===== src/spi_irq_pkg.sv =====
/*
  Package for the serial interrupt flag and vector block: register word
  offsets, field positions, reset values and vector codes.
  Assumes a 32-bit Avalon-MM slave with byte addressing.
*/
package spi_irq_pkg;

  localparam logic [3:0]  ADDR_IRQ_ENABLE = 4'h0;  // serial_irq_enable
  localparam logic [3:0]  ADDR_IRQ_FLAGS  = 4'h4;  // serial_irq_flags
  localparam logic [3:0]  ADDR_IRQ_VECTOR = 4'h8;  // serial_irq_vector
  localparam logic [3:0]  ADDR_ERR_STATUS = 4'hc;  // receive error bits

  localparam int          BIT_RX = 0;
  localparam int          BIT_TX = 1;
  localparam int          BIT_OVERRUN = 5;
  localparam int          BIT_FRAMING = 6;

  localparam logic [1:0]  ENABLE_RESET = 2'h0;
  localparam logic        TX_FLAG_RESET = 1'b1;
  localparam logic        RX_FLAG_RESET = 1'b0;

  localparam logic [15:0] VEC_NONE = 16'h0000;
  localparam logic [15:0] VEC_RX   = 16'h0002;
  localparam logic [15:0] VEC_TX   = 16'h0004;

endpackage


===== src/spi_serial_irq_flags_vector.sv =====
/*
  Interrupt enable, flag and vector logic of a serial port in SPI mode,
  with an Avalon-MM register slave and one level interrupt output.
  Assumes the shift and buffer logic delivers one-cycle event pulses
  on the same clock: buffer written, buffer moved to shifter, character
  done, buffer read, overrun and framing error.
*/
`timescale 1ns/10ps

////////////////////////////////////////////////////////////////////////////////

// Overview of operation
// - Transmit enable bit, zero after reset
// - Receive enable bit, zero after reset
// - Transmit flag set while holding buffer empty
// - Receive flag set on completed character
// - Vector reads zero when nothing enabled pending
// - Vector two for receive, highest priority
// - Vector four for transmit, lowest priority
// - Buffer write clears transmit flag until moved
// - Receive buffer read clears flag and errors
module spi_serial_irq_flags_vector (
  input  wire logic        clk,            // 20 MHz module clock
  input  wire logic        arst_n,         // Asynchronous reset, low
  input  wire logic [3:0]  address,        // Avalon byte address
  input  wire logic        read,           // Avalon read
  input  wire logic        write,          // Avalon write
  input  wire logic [31:0] writedata,      // Avalon write data
  input  wire logic [3:0]  byteenable,     // Avalon byte lanes
  output logic      [31:0] readdata,       // Avalon read data
  output logic             waitrequest,    // Avalon stall
  input  wire logic        tx_buf_write,   // Holding buffer written
  input  wire logic        tx_buf_move,    // Buffer moved to shifter
  input  wire logic        rx_char_done,   // Character in rx buffer
  input  wire logic        rx_buf_read,    // Receive buffer read
  input  wire logic        rx_overrun,     // Overrun event
  input  wire logic        rx_framing,     // Framing error event
  output logic             irq             // Interrupt request level
);

  ////////////////////////////////////////////////////////////////////////////

  logic [1:0]  enable_r,   enable_nxt;
  logic        tx_flag_r,  tx_flag_nxt;
  logic        rx_flag_r,  rx_flag_nxt;
  logic        ovr_r,      ovr_nxt;
  logic        fe_r,       fe_nxt;
  logic [31:0] readdata_r, readdata_nxt;
  logic        ack_r,      ack_nxt;
  logic        irq_r,      irq_nxt;
  logic [15:0] vector;
  logic        wr_en,      wr_flags;
  logic        lane0;

  assign lane0    = byteenable[0];
  // A request is accepted on the cycle before the acknowledge pulse, while ack_r is low.
  assign wr_en    = write && !ack_r && lane0 &&
                    address == spi_irq_pkg::ADDR_IRQ_ENABLE;
  assign wr_flags = write && !ack_r && lane0 &&
                    address == spi_irq_pkg::ADDR_IRQ_FLAGS;

  ////////////////////////////////////////////////////////////////////////////

  always_comb begin
    if (rx_flag_r && enable_r[spi_irq_pkg::BIT_RX]) begin
      vector = spi_irq_pkg::VEC_RX;
    end else if (tx_flag_r && enable_r[spi_irq_pkg::BIT_TX]) begin
      vector = spi_irq_pkg::VEC_TX;
    end else begin
      vector = spi_irq_pkg::VEC_NONE;
    end
  end

  always_comb begin
    enable_nxt  = enable_r;
    tx_flag_nxt = tx_flag_r;
    rx_flag_nxt = rx_flag_r;
    ovr_nxt     = ovr_r;
    fe_nxt      = fe_r;
    if (wr_en) begin
      enable_nxt = writedata[1:0];
    end
    // Software clears a flag by writing a one; the hardware setting
    // event is applied afterwards so that it wins a same-cycle clear.
    if (wr_flags) begin
      if (writedata[spi_irq_pkg::BIT_TX]) begin
        tx_flag_nxt = 1'b0;
      end
      if (writedata[spi_irq_pkg::BIT_RX]) begin
        rx_flag_nxt = 1'b0;
      end
    end
    if (tx_buf_write) begin
      tx_flag_nxt = 1'b0;
    end
    if (tx_buf_move) begin
      tx_flag_nxt = 1'b1;
    end
    if (rx_buf_read) begin
      rx_flag_nxt = 1'b0;
      ovr_nxt     = 1'b0;
      fe_nxt      = 1'b0;
    end
    if (rx_char_done) begin
      rx_flag_nxt = 1'b1;
    end
    if (rx_overrun) begin
      ovr_nxt = 1'b1;
    end
    if (rx_framing) begin
      fe_nxt = 1'b1;
    end
  end

  always_ff @(posedge clk or negedge arst_n) begin
    if (!arst_n) begin
      enable_r  <= spi_irq_pkg::ENABLE_RESET;
      tx_flag_r <= spi_irq_pkg::TX_FLAG_RESET;
      rx_flag_r <= spi_irq_pkg::RX_FLAG_RESET;
      ovr_r     <= 1'b0;
      fe_r      <= 1'b0;
    end else begin
      enable_r  <= enable_nxt;
      tx_flag_r <= tx_flag_nxt;
      rx_flag_r <= rx_flag_nxt;
      ovr_r     <= ovr_nxt;
      fe_r      <= fe_nxt;
    end
  end

  ////////////////////////////////////////////////////////////////////////////

  // Every access takes two cycles; the extra cycle lets read data come
  // from a flip-flop, at the cost of bus throughput.
  always_comb begin
    ack_nxt      = (read || write) && !ack_r;
    readdata_nxt = readdata_r;
    irq_nxt      = (tx_flag_nxt && enable_nxt[spi_irq_pkg::BIT_TX]) ||
                   (rx_flag_nxt && enable_nxt[spi_irq_pkg::BIT_RX]);
    if (read && !ack_r) begin
      readdata_nxt = 32'h0000_0000;
      unique case (address)
        spi_irq_pkg::ADDR_IRQ_ENABLE: begin
          readdata_nxt[1:0] = enable_r;
        end
        spi_irq_pkg::ADDR_IRQ_FLAGS: begin
          readdata_nxt[spi_irq_pkg::BIT_TX] = tx_flag_r;
          readdata_nxt[spi_irq_pkg::BIT_RX] = rx_flag_r;
        end
        spi_irq_pkg::ADDR_IRQ_VECTOR: begin
          readdata_nxt[15:0] = vector;
        end
        spi_irq_pkg::ADDR_ERR_STATUS: begin
          readdata_nxt[spi_irq_pkg::BIT_OVERRUN] = ovr_r;
          readdata_nxt[spi_irq_pkg::BIT_FRAMING] = fe_r;
        end
        default: begin
          readdata_nxt = 32'h0000_0000;
        end
      endcase
    end
  end

  always_ff @(posedge clk or negedge arst_n) begin
    if (!arst_n) begin
      ack_r      <= 1'b0;
      readdata_r <= 32'h0000_0000;
      irq_r      <= 1'b0;
    end else begin
      ack_r      <= ack_nxt;
      readdata_r <= readdata_nxt;
      irq_r      <= irq_nxt;
    end
  end

  // Waitrequest is low only in the acknowledge cycle; ack_r is a flop
  // and its inverse is registered equivalently by construction.
  logic wait_r;

  always_ff @(posedge clk or negedge arst_n) begin
    if (!arst_n) begin
      wait_r <= 1'b1;
    end else begin
      wait_r <= !ack_nxt;
    end
  end

  assign waitrequest = wait_r;
  assign readdata    = readdata_r;
  assign irq         = irq_r;

endmodule


===== config.mk =====
export PLATFORM = sky130hd
export DESIGN_NAME = spi_serial_irq_flags_vector
export DESIGN_NICKNAME = d
export VERILOG_FILES = /design/src/spi_irq_pkg.sv /design/src/spi_serial_irq_flags_vector.sv
export SDC_FILE = /design/constraint.sdc
export NUM_CORES = 1
export LEC_CHECK = 0
export CORE_UTILIZATION = 60
export CTS_CLUSTER_SIZE = 25
export DETAILED_ROUTE_END_ITERATION = 12
export DONT_BUFFER_PORTS = 1
export PLACE_DENSITY = 0.76
export SLEW_MARGIN = 10
export SYNTH_ARGS = -nofsm -noshare
export SYNTH_HDL_FRONTEND = slang
export SYNTH_SLANG_ARGS = --single-unit

===== constraint.sdc =====
create_clock -name clk -period 3.5 [get_ports clk]
set_input_delay 0.175 -clock clk [delete_from_list [all_inputs] [get_ports clk]]
set_output_delay 0.175 -clock clk [all_outputs]
set_load 0.005 [all_outputs]

; After elaboration in Yosys (flattened, before gate mapping)
; Index checks and enable logic that the tools add are counted.
[op_classes]
eq_ne = 3
n_mux = 18
reduce_logical = 17
[ops]
columns = op, n
row1 = $mux 16, 1
row2 = $mux 1, 11
row3 = $logic_and 1x1->1, 10
row4 = $mux 9, 1
row5 = $eq 4x4->1 const B, 2
row6 = $mux 3, 2
row7 = $pmux 2 s3, 1
row8 = $eq 4x3->1 const B, 1
row9 = $logic_not 4->1, 1
row10 = $pmux 2 s2, 1
row11 = $reduce_bool 2->1, 2
row12 = $logic_not 1->1, 2
row13 = $logic_or 1x1->1, 2
row14 = $mux 2, 1
[totals]
regBits = 25
word_cells = 47

; Depth between registers and ports, before layout
[depth]
depth_word = 9
mapped_depth = 5
mapped_depth_nobuf = 4

; Least setup slack after synthesis
; OpenSTA, ideal clock, no wires.
[synth_timing]
path_kind = input port to flip-flop
startpoint = input port address[3]
endpoint = register irq_r, in the netlist irq
setup_ps = 121
arrival_time_ps = 1566
required_ps = 3379
path_slack_ps = 1814
stages = 4
n_path_buf = 0
cell_sequence = or3_4 or4_4 mux2_4 a22o_1
[synth_rtl]
columns = item, line_no
row1 = from (decl), spi_serial_irq_flags_vector.sv:25  ; input wire logic [3:0] address,
row2 = $logic_not 4->1, spi_serial_irq_flags_vector.sv:58  ; address == spi_irq_pkg::ADDR_IRQ_ENABLE;
row3 = $logic_and 1x1->1, spi_serial_irq_flags_vector.sv:57  ; assign wr_en = write && !ack_r && lane0 &&
row4 = $mux 2, spi_serial_irq_flags_vector.sv:80  ; if (wr_en) begin
row5 = net enable_nxt[1], spi_serial_irq_flags_vector.sv:43  ; logic [1:0] enable_r, enable_nxt;
row6 = $logic_and 1x1->1, spi_serial_irq_flags_vector.sv:138  ; irq_nxt = (tx_flag_nxt && enable_nxt[spi_irq_pkg::BIT_TX]) ||
row7 = $logic_or 1x1->1, spi_serial_irq_flags_vector.sv:138
row8 = net irq_nxt, spi_serial_irq_flags_vector.sv:50  ; logic irq_r, irq_nxt;
row9 = to (signal assigned), spi_serial_irq_flags_vector.sv:172  ; irq_r <= irq_nxt;
row10 = to (decl), spi_serial_irq_flags_vector.sv:50
; The timed path passes the listed nets, and every way through them passes these cells.
; A chain may end at the register's enable or synchronous reset.

; Worst setup path in the final report
[layout_timing]
startpoint = register ack_r
endpoint = register readdata_r[1], in the netlist readdata[1]
[layout_between]
elab_chain_len = 2
[layout_lines]
columns = item, line_no
row1 = from (decl), spi_serial_irq_flags_vector.sv:49  ; logic ack_r, ack_nxt;
row2 = from (signal assigned), spi_serial_irq_flags_vector.sv:170  ; ack_r <= ack_nxt;
row3 = $logic_not 1->1, spi_serial_irq_flags_vector.sv:140  ; if (read && !ack_r) begin
row4 = $logic_and 1x1->1, spi_serial_irq_flags_vector.sv:140
row5 = to (signal assigned), spi_serial_irq_flags_vector.sv:171  ; readdata_r <= readdata_nxt;
row6 = to (decl), spi_serial_irq_flags_vector.sv:48  ; logic [31:0] readdata_r, readdata_nxt;
; Every way passes these cells.

==> flow_summary.ini <==
[outcome]
status = finished, final reports clean

[synth]
synthTopCellsByArea = dfrtp_1, buf_4, dfstp_2
ys_types = 26
synthSimpleGateAreaFrac = 0.161
synth_top_cell_area_share = 0.359
synth.avg_cell_area_sq_um = 9.73
synth_top_family_by_area = buffers and inverters
synth_area_leader_cell = dfrtp_1
ys.warnings.count = 0
synthAdderAreaFrac = 0
synth_mux_area_frac = 0.0553
syn_inst = 86
synth_xor_xnor_area_share = 0
syn_area_sq_um = 837
synth_compound_area_frac = 0.0972
synth_seq_cells = 14
synth_seq_area_share = 0.422

[final_layout]
register_area_sq_um = 353
num_antenna_cells = 0
fill_cells = 112
multi_input_area_sq_um = 364
drive_above_1_share = 0.129
area_growth_pct = 0.299
final_core_util = 0.645
final_cell_area_sq_um = 840
final_cells = 108
fin_nets = 144

[route]
vias = 537
wl_per_cell_um = 12.1
viasPerCell = 4.97
drt-initial-drc-count = 9
route.detailed.drc = 0
postRouteAntennaNets = 0
drt_wl_total_um = 1310
first_pass_iters = 4

[clocking]
htree_levels = 1
clock-sinks = 14
post-cts-setup-buffer-count = 0
cts_buffers = 3
cts_resized = 0
clk_pin_slew_ps = 90
clockBufferDepth = 2
cts_tree = done
cts_root_buf = clkbuf_4
hold_buffers = 6
clock_latency_ps = 280

[sta]
timing.setup.tns_ps = 0
finalSetupViolations = 0
whs_ps = 39.7
skew_ps = 5.01
hold_violations = 0
rsz0062_at_grt = no
relSlewSlack = 0.591
period_needed_ps = 1710
slew_violations = 0
fmax_mhz = 584
finalCritPeriodShare = 0.490
tightest_slew_ps = 612

[floorplanning]
dieHeight_um = 39.4
die_area_sq_mm = 0.00155
die_w_um = 39.4
num_rows = 13
start_util = 0.643
ios = 84
core_area_sq_mm = 0.00130

[grt]
antenna_found_initial = 0
track_usage = 0.195
grt_pass1_vias = 457
grt_pass1_wl_um = 1950
use_met3 = 0.0341
grt_max_degree = 15
grt_util_met1 = 0.233
overflow = 0
globalRouteMet2Util = 0.342
grt_most_used_layer = met2

[placed_design]
placed_cell_area_sq_um = 743
dp.cells = 98
dp_hpwl_um = 911
io_buffers = 0
place.gp.congestion = 0.756

[power]
vdd_drop_max_v = 0.000359
leakage_uw = 0.000421
power.density_mw_per_mm2 = 419

[min_path]
hold_class = input pin to flip-flop

[worst_setup_path]
endpoint_kind = flip-flop
worstPathMaxFanout = 10
cp.arrival_ps = 1930
worstSetupPathType = flip-flop to flip-flop
critPathLaunchType = flip-flop
cp.required_ps = 3720

[job]
maxCapViolations = 0
## worst max-delay path: stages (launching register included)
cell	delay, ps
dfrtp_1	400
nand2b_1	290
o41ai_1	370
dlygate4sd3_1	600
## cells in the mapped netlist
cell and count:
nor2_1 4, or2_2 1, nand3_1 1, mux2_2 1, conb_1 1, dfstp_2 2, nand2b_1 3, and3_2 1
mux2i_1 2, or4_4 1, a22o_1 1, or4b_1 1, o41ai_1 2, nand2_1 10, o22a_1 2, mux2_4 1
a21o_1 2, nor2b_1 2, o31ai_1 1, a21oi_1 1, o21ai_0 2, dfrtp_1 12, inv_1 2, clkbuf_1 2
or3_4 1, buf_4 27
## power by group
group          internal (uW)  switching [uW]  total [uW]
clock network           63.3            53.4         117
registers                178            10.9         189
logic                   21.8            24.7        46.5
## placed cells by master (no fill, tap or decap), drive strengths merged
cell          n
o41ai         2
and3          1
dlygate4sd3   6
dfstp         2
nand3         1
conb         27
inv           2
nand2b        3
a21o          2
or4           1
nor2b         2
nor2          4
mux2          2
o21ai         2
o31ai         1
o22a          2
or3           1
clkbuf        4
nand2        10
or4b          1
a21oi         1
mux2i         2
a22o          1
or2           1
dfrtp        12
## worst paths after layout
path	from	to	slack [ps]	depth (start not counted)
max in group asynchronous	arst_n	readdata[1]$_DFFE_PN0P_	2770	1
hold reg to reg	readdata[0]$_DFFE_PN0P_	readdata[0]$_DFFE_PN0P_	510	2
setup reg to reg	ack_r$_DFF_PN0_	readdata[1]$_DFFE_PN0P_	1790	3
min in group asynchronous	arst_n	enable_r[0]$_DFF_PN0_	330	1
setup / recovery	ack_r$_DFF_PN0_	readdata[1]$_DFFE_PN0P_	1790	3
hold / removal	address[3]	readdata[2]$_DFFE_PN0P_	40	2
## registers in the layout, indices dropped and copies added, names as in the netlist
| signal | flops |
|---|---|
| ack_r | 1 |
| enable_r | 2 |
| fe_r | 1 |
| irq | 1 |
| ovr_r | 1 |
| readdata | 5 |
| rx_flag_r | 1 |
| tx_flag_r | 1 |
| waitrequest | 1 |
## per-layer routing
metal  routed length [um]  vias up  share of wire
li1                     -      245              -
met1                  502      258           0.38
met2                  689       30           0.53
met3                   92        4          0.070
met4                   21        0          0.016
met5                    0        -              0
## cells by family after synthesis
logic type	after synthesis
buffers and inverters	31
and+or+nand+nor	25
DFF	14
AOI/OAI and AO/OA	11
muxes	4
other	1
## cell type report
type	count	area share
Multi-Input combinational cell	67	0.434
Sequential cell	14	0.420
Timing Repair Buffer	6	0.0715
Clock buffer	4	0.0432
Tap cell	15	0.0224
Inverter	2	0.00894
## metrics by stage
| step | setup WS, ps | power (uW) |
|---|---|---|
| floorplan | 1810 | 245 |
| global placement | 1770 | 226 |
| detailed placement | 1780 | 228 |
| CTS | 1800 | 354 |
| global route | 1700 | 369 |
| finish | 1790 | 352 |
(Power assumes the default switching activity.)
